`src/include/ext_irq_pkg.sv`:
```
package ext_irq_pkg;

  ////////////////////////////////////////////////////////////////////////////////
  // sizes
  localparam int unsigned NUM_LINES_DEF = 9;          // external lines, the non-maskable one included
  localparam int unsigned ADDR_W        = 12;         // byte address bits decoded
  localparam int unsigned DATA_W        = 32;         // bus data width

  ////////////////////////////////////////////////////////////////////////////////
  // register byte offsets
  localparam logic [11:0] OFS_MASK_SET   = 12'h000;   // write 1 sets request mask bit
  localparam logic [11:0] OFS_MASK_CLR   = 12'h004;   // write 1 clears request mask bit
  localparam logic [11:0] OFS_MASK_STATE = 12'h008;   // request_mask_state, read only
  localparam logic [11:0] OFS_FLAGS      = 12'h00C;   // event_flags, read only
  localparam logic [11:0] OFS_FLAG_CLR   = 12'h010;   // event_flag_clear, write only
  localparam logic [11:0] OFS_SENSE      = 12'h014;   // sense_type_select
  localparam logic [11:0] OFS_EDGE_POL   = 12'h018;   // edge_polarity_select
  localparam logic [11:0] OFS_LEVEL_POL  = 12'h01C;   // level_polarity_select
  localparam logic [11:0] OFS_FILT       = 12'h020;   // input_filter_enable
  localparam logic [11:0] OFS_OVERRIDE   = 12'h024;   // pad_override_control
  localparam logic [11:0] OFS_CAPTURE    = 12'h028;   // capture_mode_select
  localparam logic [11:0] OFS_LINE_SET   = 12'h030;   // line_enable_set, write only
  localparam logic [11:0] OFS_LINE_CLR   = 12'h034;   // line_disable_set, write only
  localparam logic [11:0] OFS_LINE_STATE = 12'h038;   // line enable state, read only

  ////////////////////////////////////////////////////////////////////////////////
  // field positions and reset values
  localparam int unsigned OVERRIDE_ON_BIT = 31;       // override_mode_on
  localparam logic [31:0] REG_RST         = 32'h0000_0000;

  ////////////////////////////////////////////////////////////////////////////////
  // axi response codes
  localparam logic [1:0] RESP_OKAY   = 2'h0;
  localparam logic [1:0] RESP_SLVERR = 2'h2;

  ////////////////////////////////////////////////////////////////////////////////
  // sampling timing
  localparam int unsigned CLK_HZ      = 50_000_000;   // bus clock rate
  localparam int unsigned SYNC_HZ     = 12_500_000;   // synchronization sampling rate
  localparam int unsigned SYNC_DIV    = (CLK_HZ + SYNC_HZ - 1) / SYNC_HZ; // clocks per sample tick
  localparam int unsigned FILT_LEN    = 3;            // equal samples needed by the filter

endpackage

```
`src/hdl/external_interrupt_detector.sv`:
```
`timescale 1ns/100ps
// Summary of operation
// - sense bit 0 edge, 1 level
// - edge bit 0 falling, 1 rising
// - level bit 0 low, 1 high
// - filter bit selects glitch-filtered input
// - capture bit 0 sampled, 1 every clock
// - override register bit 31 enables override
// - override feeds written bits, pads ignored
// - non-maskable line has identical choices
// - enable/disable writes of ones switch lines
// - event sets flag until cleared
// - nine lines including non-maskable one
module external_interrupt_detector
  import ext_irq_pkg::*;
#(
  parameter int unsigned NUM_LINES = NUM_LINES_DEF,
  parameter int unsigned DIV       = SYNC_DIV
) (
  input  wire logic                 clk,
  input  wire logic                 nrst,
  // pads, bit 0 is the non-maskable line
  input  wire logic [NUM_LINES-1:0] external_line_n,
  // requests toward the system interrupt controller
  output logic      [NUM_LINES-1:0] line_request_q,
  // axi4-lite slave
  input  wire logic [ADDR_W-1:0]    s_axi_awaddr,
  input  wire logic                 s_axi_awvalid,
  output logic                      s_axi_awready,
  input  wire logic [DATA_W-1:0]    s_axi_wdata,
  input  wire logic [3:0]           s_axi_wstrb,
  input  wire logic                 s_axi_wvalid,
  output logic                      s_axi_wready,
  output logic [1:0]                s_axi_bresp,
  output logic                      s_axi_bvalid,
  input  wire logic                 s_axi_bready,
  input  wire logic [ADDR_W-1:0]    s_axi_araddr,
  input  wire logic                 s_axi_arvalid,
  output logic                      s_axi_arready,
  output logic [DATA_W-1:0]         s_axi_rdata,
  output logic [1:0]                s_axi_rresp,
  output logic                      s_axi_rvalid,
  input  wire logic                 s_axi_rready
);

  localparam int unsigned DIV_W = (DIV > 1) ? $clog2(DIV) : 1;

  ////////////////////////////////////////////////////////////////////////////////
  // configuration and state registers
  logic [NUM_LINES-1:0] sense_q, sense_d;         // sense_type_select
  logic [NUM_LINES-1:0] edge_pol_q, edge_pol_d;   // edge_polarity_select
  logic [NUM_LINES-1:0] lvl_pol_q, lvl_pol_d;     // level_polarity_select
  logic [NUM_LINES-1:0] filt_q, filt_d;           // input_filter_enable
  logic [NUM_LINES-1:0] force_val_q, force_val_d; // override values
  logic                 override_on_q, override_on_d; // override_mode_on
  logic [NUM_LINES-1:0] capture_q, capture_d;     // capture_mode_select
  logic [NUM_LINES-1:0] line_on_q, line_on_d;     // line enable state
  logic [NUM_LINES-1:0] mask_q, mask_d;           // request_mask_state
  logic [NUM_LINES-1:0] flags_q, flags_d;         // event_flags
  logic [NUM_LINES-1:0] req_d;                    // next request outputs
  logic [NUM_LINES-1:0] hit;                      // detector outputs

  // write-side bus state
  logic [ADDR_W-1:0]    waddr_q, waddr_d;         // held write address
  logic                 waddr_ok_q, waddr_ok_d;   // address taken
  logic [DATA_W-1:0]    wdata_q, wdata_d;         // held write data
  logic [3:0]           wstrb_q, wstrb_d;         // held byte strobes
  logic                 wdata_ok_q, wdata_ok_d;   // data taken
  logic                 bvalid_d;
  logic [1:0]           bresp_d;
  logic                 awready_d, wready_d;

  // read-side bus state
  logic                 arready_d, rvalid_d;
  logic [DATA_W-1:0]    rdata_d;
  logic [1:0]           rresp_d;

  // sampling divider
  logic [DIV_W-1:0]     div_q, div_d;             // clocks since last tick
  logic                 tick_q, tick_d;           // one-cycle sampling strobe

  // decode helpers
  logic                 do_write;                 // write commits this cycle
  logic [DATA_W-1:0]    wmask;                    // byte-expanded strobes
  logic [DATA_W-1:0]    wval;                     // strobed write data
  logic [NUM_LINES-1:0] wbits;                    // low bits of strobed data
  logic [NUM_LINES-1:0] wkeep;                    // low bits of byte mask
  logic [NUM_LINES-1:0] clr_bits;                 // event_flag_clear ones
  logic [DATA_W-1:0]    rword;                    // read mux result
  logic                 rhit;                     // read address mapped

  ////////////////////////////////////////////////////////////////////////////////
  // divider: one enable pulse per sampling period
  always_comb begin
    if (div_q == DIV_W'(DIV - 1)) begin
      div_d  = '0;
      tick_d = 1'b1;
    end else begin
      div_d  = div_q + DIV_W'(1);
      tick_d = 1'b0;
    end
  end

  always_ff @(posedge clk or negedge nrst) begin
    if (!nrst) begin
      div_q  <= '0;
      tick_q <= 1'b0;
    end else begin
      div_q  <= div_d;
      tick_q <= tick_d;
    end
  end

  ////////////////////////////////////////////////////////////////////////////////
  // detectors, one per line
  // nine lines by default
  // line 0 uses the same path
  for (genvar i = 0; i < NUM_LINES; i++) begin : g_line
    line_detector #(
      .FLEN(FILT_LEN)
    ) u_det (
      .clk           (clk),
      .nrst          (nrst),
      .pad_in        (external_line_n[i]),
      .sample_tick   (tick_q),
      .override_on   (override_on_q),
      .override_val  (force_val_q[i]),
      .capture_free  (capture_q[i]),
      .filt_on       (filt_q[i]),
      .sense_is_level(sense_q[i]),
      .edge_rising   (edge_pol_q[i]),
      .level_high    (lvl_pol_q[i]),
      .hit           (hit[i])
    );
  end

  ////////////////////////////////////////////////////////////////////////////////
  // bus write channel and register updates
  always_comb begin
    // channels are taken independently, one write in flight
    waddr_d    = waddr_q;
    waddr_ok_d = waddr_ok_q;
    wdata_d    = wdata_q;
    wstrb_d    = wstrb_q;
    wdata_ok_d = wdata_ok_q;
    bvalid_d   = s_axi_bvalid;
    bresp_d    = s_axi_bresp;
    if (s_axi_awvalid && s_axi_awready) begin
      waddr_d    = s_axi_awaddr;
      waddr_ok_d = 1'b1;
    end
    if (s_axi_wvalid && s_axi_wready) begin
      wdata_d    = s_axi_wdata;
      wstrb_d    = s_axi_wstrb;
      wdata_ok_d = 1'b1;
    end
    do_write = waddr_ok_q && wdata_ok_q && !s_axi_bvalid;
    if (s_axi_bvalid && s_axi_bready) begin
      bvalid_d = 1'b0;
    end
    // ready drops once a beat is held, until the response leaves
    awready_d = !waddr_ok_d && !bvalid_d;
    wready_d  = !wdata_ok_d && !bvalid_d;

    for (int b = 0; b < 4; b++) begin
      wmask[8*b +: 8] = {8{wstrb_q[b]}};
    end
    wval     = wdata_q & wmask;
    wbits    = wval[NUM_LINES-1:0];
    wkeep    = wmask[NUM_LINES-1:0];
    clr_bits = '0;

    sense_d       = sense_q;
    edge_pol_d    = edge_pol_q;
    lvl_pol_d     = lvl_pol_q;
    filt_d        = filt_q;
    force_val_d   = force_val_q;
    override_on_d = override_on_q;
    capture_d     = capture_q;
    line_on_d     = line_on_q;
    mask_d        = mask_q;

    if (do_write) begin
      waddr_ok_d = 1'b0;
      wdata_ok_d = 1'b0;
      bvalid_d   = 1'b1;
      bresp_d    = RESP_OKAY;
      if (waddr_q == OFS_SENSE) begin
        sense_d = (sense_q & ~wkeep) | wbits;
      end else if (waddr_q == OFS_EDGE_POL) begin
        edge_pol_d = (edge_pol_q & ~wkeep) | wbits;
      end else if (waddr_q == OFS_LEVEL_POL) begin
        lvl_pol_d = (lvl_pol_q & ~wkeep) | wbits;
      end else if (waddr_q == OFS_FILT) begin
        filt_d = (filt_q & ~wkeep) | wbits;
      end else if (waddr_q == OFS_OVERRIDE) begin
        force_val_d = (force_val_q & ~wkeep) | wbits;
        if (wstrb_q[3]) begin
          override_on_d = wdata_q[OVERRIDE_ON_BIT];
        end
      end else if (waddr_q == OFS_CAPTURE) begin
        capture_d = (capture_q & ~wkeep) | wbits;
      end else if (waddr_q == OFS_LINE_SET) begin
        line_on_d = line_on_q | wbits;
      end else if (waddr_q == OFS_LINE_CLR) begin
        line_on_d = line_on_q & ~wbits;
      end else if (waddr_q == OFS_MASK_SET) begin
        mask_d = mask_q | wbits;
      end else if (waddr_q == OFS_MASK_CLR) begin
        mask_d = mask_q & ~wbits;
      end else if (waddr_q == OFS_FLAG_CLR) begin
        clr_bits = wbits;
      end else if (waddr_q == OFS_MASK_STATE || waddr_q == OFS_FLAGS || waddr_q == OFS_LINE_STATE) begin
        // read-only words ignore writes
        bresp_d = RESP_OKAY;
      end else begin
        // unmapped address
        bresp_d = RESP_SLVERR;
      end
    end

    flags_d = (flags_q & ~clr_bits) | (hit & line_on_q);
    req_d   = flags_q & mask_q;
  end

  always_ff @(posedge clk or negedge nrst) begin
    if (!nrst) begin
      waddr_q        <= '0;
      waddr_ok_q     <= 1'b0;
      wdata_q        <= REG_RST;
      wstrb_q        <= 4'h0;
      wdata_ok_q     <= 1'b0;
      s_axi_awready  <= 1'b0;
      s_axi_wready   <= 1'b0;
      s_axi_bvalid   <= 1'b0;
      s_axi_bresp    <= RESP_OKAY;
      sense_q        <= REG_RST[NUM_LINES-1:0];
      edge_pol_q     <= REG_RST[NUM_LINES-1:0];
      lvl_pol_q      <= REG_RST[NUM_LINES-1:0];
      filt_q         <= REG_RST[NUM_LINES-1:0];
      force_val_q    <= REG_RST[NUM_LINES-1:0];
      override_on_q  <= 1'b0;
      capture_q      <= REG_RST[NUM_LINES-1:0];
      line_on_q      <= REG_RST[NUM_LINES-1:0];
      mask_q         <= REG_RST[NUM_LINES-1:0];
      flags_q        <= REG_RST[NUM_LINES-1:0];
      line_request_q <= '0;
    end else begin
      waddr_q        <= waddr_d;
      waddr_ok_q     <= waddr_ok_d;
      wdata_q        <= wdata_d;
      wstrb_q        <= wstrb_d;
      wdata_ok_q     <= wdata_ok_d;
      s_axi_awready  <= awready_d;
      s_axi_wready   <= wready_d;
      s_axi_bvalid   <= bvalid_d;
      s_axi_bresp    <= bresp_d;
      sense_q        <= sense_d;
      edge_pol_q     <= edge_pol_d;
      lvl_pol_q      <= lvl_pol_d;
      filt_q         <= filt_d;
      force_val_q    <= force_val_d;
      override_on_q  <= override_on_d;
      capture_q      <= capture_d;
      line_on_q      <= line_on_d;
      mask_q         <= mask_d;
      flags_q        <= flags_d;
      line_request_q <= req_d;
    end
  end

  ////////////////////////////////////////////////////////////////////////////////
  // bus read channel
  always_comb begin
    rword = '0;
    rhit  = 1'b1;
    if (s_axi_araddr == OFS_SENSE) begin
      rword[NUM_LINES-1:0] = sense_q;
    end else if (s_axi_araddr == OFS_EDGE_POL) begin
      rword[NUM_LINES-1:0] = edge_pol_q;
    end else if (s_axi_araddr == OFS_LEVEL_POL) begin
      rword[NUM_LINES-1:0] = lvl_pol_q;
    end else if (s_axi_araddr == OFS_FILT) begin
      rword[NUM_LINES-1:0] = filt_q;
    end else if (s_axi_araddr == OFS_OVERRIDE) begin
      rword[NUM_LINES-1:0]   = force_val_q;
      rword[OVERRIDE_ON_BIT] = override_on_q;
    end else if (s_axi_araddr == OFS_CAPTURE) begin
      rword[NUM_LINES-1:0] = capture_q;
    end else if (s_axi_araddr == OFS_LINE_STATE) begin
      rword[NUM_LINES-1:0] = line_on_q;
    end else if (s_axi_araddr == OFS_MASK_STATE) begin
      rword[NUM_LINES-1:0] = mask_q;
    end else if (s_axi_araddr == OFS_FLAGS) begin
      rword[NUM_LINES-1:0] = flags_q;
    end else if (s_axi_araddr == OFS_LINE_SET || s_axi_araddr == OFS_LINE_CLR ||
                 s_axi_araddr == OFS_MASK_SET || s_axi_araddr == OFS_MASK_CLR ||
                 s_axi_araddr == OFS_FLAG_CLR) begin
      // write-only words read as zero
      rword = '0;
    end else begin
      rhit = 1'b0;
    end

    rvalid_d  = s_axi_rvalid;
    rdata_d   = s_axi_rdata;
    rresp_d   = s_axi_rresp;
    arready_d = s_axi_arready;
    if (s_axi_arvalid && s_axi_arready) begin
      // address taken: answer next cycle
      rvalid_d  = 1'b1;
      rdata_d   = rword;
      rresp_d   = rhit ? RESP_OKAY : RESP_SLVERR;
      arready_d = 1'b0;
    end else if (s_axi_rvalid && s_axi_rready) begin
      rvalid_d  = 1'b0;
      arready_d = 1'b1;
    end else if (!s_axi_rvalid) begin
      arready_d = 1'b1;
    end
  end

  always_ff @(posedge clk or negedge nrst) begin
    if (!nrst) begin
      s_axi_arready <= 1'b0;
      s_axi_rvalid  <= 1'b0;
      s_axi_rdata   <= REG_RST;
      s_axi_rresp   <= RESP_OKAY;
    end else begin
      s_axi_arready <= arready_d;
      s_axi_rvalid  <= rvalid_d;
      s_axi_rdata   <= rdata_d;
      s_axi_rresp   <= rresp_d;
    end
  end

endmodule

```
`src/hdl/line_detector.sv`:
```
`timescale 1ns/100ps
// one external line: pad synchroniser, override, sampling, filter and detector
module line_detector
  import ext_irq_pkg::*;
#(
  parameter int unsigned FLEN = FILT_LEN
) (
  input  wire logic clk,
  input  wire logic nrst,
  input  wire logic pad_in,          // raw pad level
  input  wire logic sample_tick,     // slow sampling strobe
  input  wire logic override_on,     // software drives the detector
  input  wire logic override_val,    // value software forces
  input  wire logic capture_free,    // 1: sample every clock
  input  wire logic filt_on,         // glitch filter in use
  input  wire logic sense_is_level,  // 1: level sensing
  input  wire logic edge_rising,     // 1: rising edge
  input  wire logic level_high,      // 1: high level
  output logic      hit              // detection this cycle
);

  ////////////////////////////////////////////////////////////////////////////////
  logic [2:0]      sync_q, sync_d;   // three pad stages
  logic            pin_q, pin_d;     // accepted pad level
  logic [FLEN-1:0] hist_q, hist_d;   // sample history, newest in bit 0
  logic            stable_q, stable_d; // filtered level
  logic            prev_q, prev_d;   // detector input one clock ago
  logic            src;              // pad or forced value
  logic            strobe;           // take a sample now
  logic            det_in;           // value seen by detector

  // next-state logic
  always_comb begin
    sync_d = {sync_q[1:0], pad_in};
    // a change counts only once stages two and three agree
    pin_d  = (sync_q[1] == sync_q[2]) ? sync_q[2] : pin_q;
    src    = override_on ? override_val : pin_q;
    strobe = capture_free | sample_tick;
    hist_d = strobe ? {hist_q[FLEN-2:0], src} : hist_q;
    if (&hist_q) begin
      stable_d = 1'b1;
    end else if (~|hist_q) begin
      stable_d = 1'b0;
    end else begin
      stable_d = stable_q;
    end
    det_in = filt_on ? stable_q : hist_q[0];
    prev_d = det_in;
    if (sense_is_level) begin
      hit = (det_in == level_high);
    end else begin
      hit = (det_in != prev_q) && (det_in == edge_rising);
    end
  end

  // registers only
  always_ff @(posedge clk or negedge nrst) begin
    if (!nrst) begin
      sync_q   <= 3'h0;
      pin_q    <= 1'b0;
      hist_q   <= '0;
      stable_q <= 1'b0;
      prev_q   <= 1'b0;
    end else begin
      sync_q   <= sync_d;
      pin_q    <= pin_d;
      hist_q   <= hist_d;
      stable_q <= stable_d;
      prev_q   <= prev_d;
    end
  end

endmodule

```
`config.mk`:
```
export PLATFORM = sky130hd
export DESIGN_NAME = external_interrupt_detector
export DESIGN_NICKNAME = d
export VERILOG_FILES = /design/src/include/ext_irq_pkg.sv /design/src/hdl/external_interrupt_detector.sv /design/src/hdl/line_detector.sv
export SDC_FILE = /design/constraint.sdc
export NUM_CORES = 1
export LEC_CHECK = 0
export ABC_AREA = 1
export BUFFER_PORTS_ARGS = -buffer_cell sky130_fd_sc_hd__buf_2
export CAP_MARGIN = 20
export CORE_MARGIN = 2
export CORE_UTILIZATION = 63
export DETAILED_ROUTE_END_ITERATION = 6
export PLACE_DENSITY_LB_ADDON = 0.3
export SLEW_MARGIN = 25
export SYNTH_ARGS = -nofsm -noshare
export SYNTH_HDL_FRONTEND = slang
export SYNTH_SLANG_ARGS = --single-unit
```
`constraint.sdc`:
```
create_clock -name clk -period 4.3 [get_ports clk]
set_clock_uncertainty 0.15 [all_clocks]
set_input_delay 0 -clock clk [delete_from_list [all_inputs] [get_ports clk]]
set_output_delay 0 -clock clk [all_outputs]
set_load 0.1 [all_outputs]
```
==> results of run 1 <==
## metal layers
layer,up-vias,global-route usage,part of all wire
met5,-,0,0
met4,0,0.143,0.047
met3,79,0.0403,0.043
met2,257,0.525,0.52
met1,4060,0.351,0.39
li1,3920,-,-
## synthesized netlist by cell type, types with 10 or more instances
cell / number / area, sq um
dfrtp_1: 219 / 5480
o21ai_1: 46 / 230
o21ai_2: 30 / 263
nand3_1: 50 / 250
inv_2: 13 / 48.8
buf_4: 27 / 203
nor2_1: 62 / 233
inv_1: 110 / 413
nor3_1: 14 / 70.1
nor2_4: 12 / 135
nand2_1: 325 / 1220
a21oi_1: 24 / 120
nor2_2: 10 / 62.6
o21ai_0: 83 / 415
## placed cells by master, fill, tap and decap left out, types with 9 or more instances in the layout
| cell | Yosys | layout |
|---|---|---|
| nor2_1 | 62 | 62 |
| clkbuf_16 | 0 | 23 |
| conb_1 | 1 | 24 |
| o21ai_0 | 83 | 83 |
| nand3_1 | 50 | 50 |
| nor2_2 | 10 | 10 |
| dfrtp_1 | 219 | 219 |
| nand2_4 | 9 | 9 |
| a21oi_1 | 24 | 24 |
| nor3_1 | 14 | 14 |
| o21ai_2 | 30 | 30 |
| nor2_4 | 12 | 12 |
| buf_2 | 3 | 77 |
| dlygate4sd3_1 | 0 | 63 |
| o21ai_1 | 46 | 46 |
| inv_2 | 13 | 13 |
| inv_1 | 110 | 110 |
| nand2_1 | 325 | 325 |
| maj3_1 | 9 | 9 |
## power by group
group          total [mW]  internal, mW  switching, mW
combinational        1.48         0.385           1.09
sequential           2.60          2.36          0.241
clock                2.05          1.25          0.802
## through the flow
step                cell area, sq um  setup slack [ns]  total power, mW
floorplan                      10200              2.15             3.61
global placement               10600              2.32             3.89
detailed placement             10600              2.25             3.94
CTS                            12000              2.19             6.10
global route                   12000              1.86             6.39
finish                         12000              2.03             6.13
## final cells by class
cell class	count	share of cell area
clock buffer	28	0.0512
clock inverter	10	0.0134
inverter	126	0.0398
multi-input combinational	770	0.328
sequential	219	0.457
tap	216	0.0225
timing repair buffer	144	0.0878
## worst paths after layout
check | startpoint | end | slack [ns] | depth (start not counted)
worst min-delay path | nrst | line_request_q[4] | -0.008 | 2
worst min register to register | g_line[7].u_det.sync_q[0] | g_line[7].u_det.sync_q[1] | 0.18 | 0
max in group asynchronous | nrst | g_line[1].u_det.prev_q | 2.96 | 3
worst max-delay path | s_axi_awready | waddr_q[8] | 2.03 | 5
min in group clk | s_axi_araddr[0] | s_axi_rresp[1] | 0.01 | 7
worst max register to register | s_axi_awready | waddr_q[8] | 2.03 | 5
## logic make-up after synthesis
kind of cell,count (synthesis),synth area share
xor gates and xnor gates,8,0.00693
AOI/OAI and AO/OA,211,0.124
and+or+nand+nor,517,0.239
adders and majority gates,10,0.0101
DFF,219,0.542
other,1,0.000371
buffers and inverters,169,0.0773
==> results.toml, run 1 <==
[status]
status = "complete, but fails checks"
violations = "hold timing"

[sta]
setup_tns_ns = 0
worstMarginPinSlew_ns = 0.842
setup_viol = 0
finalCritPeriodShare = 0.529
fin_crit_ns = 2.27
maxSlewViolCount = 0
rsz0062_at_grt = "false"
fmax_mhz = 440
holdWs_ns = -0.00775
slew_headroom = 0.439
hold_violations = 12

[synthesis]
ys_seq_area_frac = 0.542
ys_seq_elements = 219
synth_ff_type = "dfrtp_1"
ys_types = 43
syn_inst = 1135
synthArstFlopShare = 1.00
synth_area_sq_um = 10100
avgSynthCellArea_sq_um = 8.91
ys_warn_count = 0
synth_edf_count = 0

[clock_tree]
cts_hold_buf = 63
post_cts_buffers = 0
numCtsBuffers = 23
htree_levels = 1
clkSinkCount = 219
cts_tree = "built"
clkLatencyLatePin_ns = 0.52
post_cts_resized = 0
cts-root-buf = "clkbuf_16"
path_clk_slew_ns = 0.06
cts_buffer_depth = 3

[finish]
final_layout_size_suffix_gt1_frac = 0.173
utilization = 0.761
antenna_cells = 0
fin_nets = 1361
seqCellArea_sq_um = 5480
area_growth_pct = 18.6
stdcell_count = 1513
fillers = 1112
multi_input_area_sq_um = 3940

[critical_path]
worstSetupPathType = "flip-flop to flip-flop"
arrival_ns = 2.51
cp_max_fo = 18
critPathTopFamily = "buffers and inverters"
start_kind = "flip-flop"
cp-end-kind = "flip-flop"
path_buf_inv = 2
critPathMaxStageDelay_ns = 0.56
crit_chain = "nand2_1 -> clkinv_1 -> nand2_1 -> nand2_1 -> dlygate4sd3_1"
crit_path_top_delay_cell = "dlygate4sd3_1"
critPathMostFrequentCell = "nand2_1"
cp.required_ns = 4.54

[grt]
grt_first_pass_wirelength_microns = 39100
gr-total-overflow = 0
grt_max_degree = 114
grt.total_usage = 0.293
antenna_found_initial = 0
first_global_vias = 8262

[detailed_routing]
drt_iter0_drc = 494
drt_wl_total_microns = 24000
drtPass1Iterations = 5
vias = 8316
viasPerCell = 5.50
drc_errors = 0
drt-wirelength-per-cell_microns = 15.9
drtAntennaViolNets = 0

[floorplanning]
fp.dieArea_sq_um = 17100
core_sq_um = 15800
die_x_microns = 131
pin_count = 126
die_h_microns = 131
initial_utilization = 0.641
placementRows = 46

[place]
dpl.hpwl_microns = 15500
portBuffers = 78
gp_congestion = 0.879
dp.cells = 1412

[min_path]
min_path_type = "input port to async pin"

[power_and_ir_drop]
cellLeakagePower_nw = 6.00
ir_worst_vdd_v = 0.000554
pwr_density_cell_nw_per_um2 = 511

[run]
drv_cap = 0
Note: power is estimated with default switching activity, not from simulation.
==> run 2: changes to the inputs <==
- ABC_AREA: 1 -> 0
- CORE_UTILIZATION: 63 -> 52
- clock period: 4.3 -> 1.99 ns (I/O delays scaled with it)
==> run 2 against run 1 <==
Net effect: global-route usage shrank 3.6 points; total power is 120% higher; the flow finishes with violations (hold timing, setup timing); highest routed layer unchanged; register-to-register slack worse by 2.1 ns; wire length rose by 7.4%; synthesized area decreased by 5.1%; count of clock-buffer cells in the layout up 9; cell count is 15% lower; core utilization shrank 6.2 points.
==> results.toml, run 2 <==
[synthesis]
avgSynthCellArea_sq_um = 11.6
synth_ff_type = "dfrtp_1"
synth_top_area_frac = 0.571
synthArstFlopShare = 1.00
synth_top_area_cell = "dfrtp_1"
synth_edf_count = 0
synth_area_leaders = "dfrtp_1, mux2_1, mux2_2"
syn_inst = 828
ys_types = 61
netlist_top_cells_count = "dfrtp_1, nand2_1, o21ai_0, mux2_1, nor2_1"
yosysMostFrequentCell = "dfrtp_1"
ys_seq_elements = 219
ys_seq_area_frac = 0.571
ys_warn_count = 0
synth_area_sq_um = 9600

[sta]
fmax_mhz = 480
slew_headroom = 0.488
fin_crit_ns = 2.08
worstMarginPinSlew_ns = 0.768
maxSlewViolCount = 0
hold_violations = 1
finalCritPeriodShare = 1.05
rsz0062_at_grt = "true"
setup_viol = 58
holdWs_ns = -0.0322
timing.final.ws_setup_ns = -0.0941

[finish]
antenna_cells = 0
final_layout_size_suffix_gt1_frac = 0.283
seqCellArea_sq_um = 5490
final_common_cell = "dfrtp_1"
fillers = 1300
design_area_sq_um = 12600
area_growth_pct = 31.1
fin_nets = 1124
multi_input_area_sq_um = 4230
layout_common_cells = "dfrtp_1, nand2_1, buf_2, dlygate4sd3_1, buf_4"

[power_and_ir_drop]
pwr_density_cell_nw_per_um2 = 1060
cellLeakagePower_nw = 5.88
ir_worst_vdd_v = 0.000988

[critical_path]
start_kind = "flip-flop"
arrival_ns = 2.33
worstSetupPathType = "flip-flop to flip-flop"
r2r_start = "waddr_q[9]"
cp-end-kind = "flip-flop"
ff2ff_path_depth = 5
cp_max_fo = 8
critPathLaunch = "waddr_q[9]"
cp.required_ns = 2.24

[place]
portBuffers = 78
dpl-instance-area_sq_um = 10700
dpl.hpwl_microns = 16600
pre_cts_slack_ns = -0.183
gp_congestion = 0.900

[min_path]
worstHoldStart = "s_axi_araddr[7]"
min_path_type = "input port to flip-flop"
holdPathStages = 6

[clock_tree]
numCtsBuffers = 23
cts_tree = "built"
path_clk_slew_ns = 0.07
cts-root-buf = "clkbuf_16"
clkSinkCount = 219
cts_buffer_depth = 3
htree_levels = 1
clkLatencyLatePin_ns = 0.52

[floorplanning]
placementRows = 49
fp.dieArea_sq_um = 19600
core_sq_um = 18000
die_h_microns = 140
pin_count = 126
die_x_microns = 140
initial_utilization = 0.533

[status]
status = "complete, but fails checks"
violations = "hold timing, setup timing"

[detailed_routing]
vias = 7467
drt_wl_total_microns = 25800
viasPerCell = 5.78
drtPass1Iterations = 5
drt-wirelength-per-cell_microns = 19.9
drc_errors = 0
drtAntennaViolNets = 0
drt_iter0_drc = 621

[grt]
grt.total_usage = 0.258
grt-busiest-layer = "met2"
grt.met3_usage = 0.0437
use_met2 = 0.420
grt_max_degree = 69
use_met1 = 0.352
first_global_vias = 7392
antenna_found_initial = 0
grt_first_pass_wirelength_microns = 40000
gr-total-overflow = 0

[run]
drv_cap = 0
-- run 2: cell types whose count changed after synthesis, sizes merged, moves of 38 or more --
cell and change:
inv -112, nand3 -52, nor2 -38, nand2 -260, o21ai -91, mux2 +101
-- run 2: final timing paths --
kind	end	slack [ns]
max	flip-flop	-0.09
max reg2reg	flip-flop	-0.09
min in group asynchronous	g_line[6].u_det.sync_q[0]	0.44
max in group asynchronous	waddr_q[7]	0.54
min reg2reg	g_line[7].u_det.sync_q[1]	0.20
min	s_axi_rdata[8]	-0.03
-- run 2: routing by layer --
layer,routed length (microns),vias to the layer above,share of wire
met2,12400,366,0.48
met3,2010,69,0.078
met4,897,0,0.035
met1,10500,3646,0.41
met5,0,-,0
li1,-,3386,-
-- run 2: logic make-up after synthesis --
group / count (synthesis) / share of synthesized area
muxes: 123 / 0.141
xor gates and xnor gates: 3 / 0.00274
DFF: 219 / 0.571
and+or+nand+nor: 224 / 0.120
buffers and inverters: 65 / 0.0358
other: 1 / 0.000391
adders and majority gates: 10 / 0.0107
AOI/OAI and AO/OA: 183 / 0.118
-- run 2: layout make-up --
class	instances	area share
clock buffers	37	0.0539
clock inverters	4	0.00477
inverters	12	0.00358
multi-input cells	567	0.336
flip-flops and latches	219	0.436
well taps	229	0.0228
repair buffers	224	0.143
-- run 2: stage by stage --
step / util / TNS, ns / instances / hold slack [ns] / power [mW]
floorplan: - / -7.84 / 851 / -0.446 / 7.43
global placement: 0.594 / -5.16 / 1176 / -0.146 / 8.49
detailed placement: 0.594 / -7.69 / 1176 / -0.145 / 8.56
CTS: 0.686 / -2.48 / 1289 / -0.0163 / 13.3
global route: 0.698 / -7.52 / 1292 / 0.0234 / 14.0
finish: 0.698 / -3.18 / 1292 / -0.0322 / 13.4
-- run 2: timing repair --
action	CTS	global route
pin swaps	5	8
hold buffers	70	0
endpoints found under the hold margin	266	0
gates resized for setup	40	62
buffers inserted	2	0
gates cloned	0	3
setup endpoints to repair	61	86
-- run 2: power by group --
part | internal, mW | switching (mW) | leakage [nW]
clock | 2.47 | 1.73 | 0.362
combinational | 1.35 | 2.24 | 2.75
sequential | 5.03 | 0.572 | 2.76
-- run 2: worst max-delay path, cell delays in order (launching register included) --
cell     delay, ns
dfrtp_1       0.40
nor4_4        0.35
and3_4        0.27
and3_4        0.23
nand3_4       0.19
mux2_1        0.36
==> run 3: changes to the inputs <==
- TNS_END_PERCENT: not set -> 30
==> run 3 against run 2 <==
Net effect: the run ends with setup timing left; register-to-register slack got worse by 0.12 ns; core utilization grew 0.56 points; wire length increased by 0.10%; die area unchanged; clock power is 3% higher; non-clock buffer count up 1; total power rose by 1.2%; global-route usage increased by 0.57 points; count of clock-buffer cells in the layout shrank 6; critical path type unchanged; largest cell class unchanged; highest routed layer unchanged.
==> results.toml, run 3 (synthesis gave the netlist of run 2 again) <==
[clock_tree]
path_clk_slew_ns = 0.06
numCtsBuffers = 23
clkSinkCount = 219
cts_buffer_depth = 3
htree_levels = 1
cts-root-buf = "clkbuf_16"
cts_tree = "built"
clkLatencyLatePin_ns = 0.52

[finish]
layout_common_cells = "dfrtp_1, nand2_1, buf_2, dlygate4sd3_1, buf_4"
final_layout_size_suffix_gt1_frac = 0.294
antenna_cells = 0
fin_nets = 1125
fillers = 1277
stdcell_count = 1294
utilization = 0.704
area_growth_pct = 32.1
design_area_sq_um = 12700
final_common_cell = "dfrtp_1"

[sta]
setup_viol = 65
hold_violations = 0
rsz0062_at_grt = "true"
slew_headroom = 0.448
maxSlewViolCount = 0
finalCritPeriodShare = 1.11
fmax_mhz = 453
worstMarginPinSlew_ns = 0.827
fin_crit_ns = 2.21
timing.final.ws_setup_ns = -0.217

[power_and_ir_drop]
ir_worst_vdd_v = 0.00120
cellLeakagePower_nw = 5.95
pwr_density_cell_nw_per_um2 = 1070

[place]
dpl.hpwl_microns = 16500
dpl-instance-area_sq_um = 10700
portBuffers = 78
gp_congestion = 0.903
pre_cts_slack_ns = -0.235
dp.cells = 1179

[detailed_routing]
viasPerCell = 5.80
drt-wirelength-per-cell_microns = 19.9
drt_iter0_drc = 694
drtAntennaViolNets = 0
drtPass1Iterations = 5
drt_wl_total_microns = 25800
vias = 7500
drc_errors = 0

[floorplanning]
pin_count = 126
die_h_microns = 140
placementRows = 49
die_x_microns = 140
core_sq_um = 18000
initial_utilization = 0.533
fp.dieArea_sq_um = 19600

[run]
drv_cap = 0

[grt]
grt.total_usage = 0.264
antenna_found_initial = 0
grt_max_degree = 71
gr-total-overflow = 0
grt_first_pass_wirelength_microns = 40800
first_global_vias = 7583

[critical_path]
arrival_ns = 2.46
cp.required_ns = 2.24
start_kind = "flip-flop"
cp_max_fo = 5
worstSetupPathType = "flip-flop to flip-flop"
cp-end-kind = "flip-flop"

[status]
status = "complete, but fails checks"
violations = "setup timing"

[min_path]
min_path_type = "input port to flip-flop"
run 3: final cells by class:
| type | instances | area [sq um] | area share |
|---|---|---|---|
| clock inverters | 11 | 103 | 0.00809 |
| flip-flops and latches | 219 | 5490 | 0.432 |
| well taps | 229 | 287 | 0.0226 |
| multi-input cells | 567 | 4290 | 0.338 |
| repair buffers | 225 | 1820 | 0.143 |
| clock buffers | 31 | 666 | 0.0525 |
| inverters | 12 | 45.0 | 0.00355 |
run 3: worst paths after layout:
kind | startpoint | to | slack, ns | depth (start not counted)
min in group asynchronous | nrst | g_line[6].u_det.sync_q[1] | 0.42 | 3
worst max register to register | waddr_q[9] | flip-flop | -0.22 | 8
worst max-delay path | waddr_q[9] | flip-flop | -0.22 | 8
max in group asynchronous | nrst | s_axi_arready | 0.56 | 4
worst min-delay path | s_axi_araddr[7] | s_axi_rdata[7] | 0.02 | 6
worst min register to register | g_line[7].u_det.sync_q[0] | g_line[7].u_det.sync_q[1] | 0.19 | 0
run 3: metal layers:
layer	up-vias	share of wire	GRT usage
met5	-	0	0
met1	3721	0.43	0.364
met2	316	0.48	0.426
li1	3402	-	-
met3	61	0.071	0.0506
met4	0	0.028	0.0832
run 3: critical path, stage by stage (launching register included):
cell     delay [ns]
dfrtp_1        0.39
nor4_2         0.31
buf_4          0.16
buf_4          0.10
and3_4         0.20
nand3_4        0.11
buf_16         0.17
nor4_4         0.18
mux2_4         0.33
run 3: through the flow:
step           setup TNS [ns]  hold WS [ns]  power, mW
2_1_floorplan           -9.33        -0.446       7.41
3_3_place_gp            -6.54        -0.153       8.56
3_5_place_dp            -8.70        -0.150       8.62
4_1_cts                 -4.97       0.00514       13.5
5_1_grt                -12.89        0.0454       14.1
6_report                -7.10        0.0203       13.6
run 3: report_power, final:
part | total, mW | leakage (nW) | internal, mW | switching [mW]
registers | 5.51 | 2.76 | 5.03 | 0.481
clock network | 4.32 | 0.373 | 2.50 | 1.82
logic | 3.74 | 2.82 | 1.42 | 2.32
run 3: repair_timing:
| action | CTS | global route |
|---|---|---|
| setup endpoints to repair | 67 | 93 |
| setup buffers | 1 | 1 |
| pin swaps | 5 | 8 |
| cloned | 1 | 0 |
| hold buffers | 71 | 0 |
| resized for setup | 60 | 45 |
| endpoints found under the hold margin | 266 | 0 |
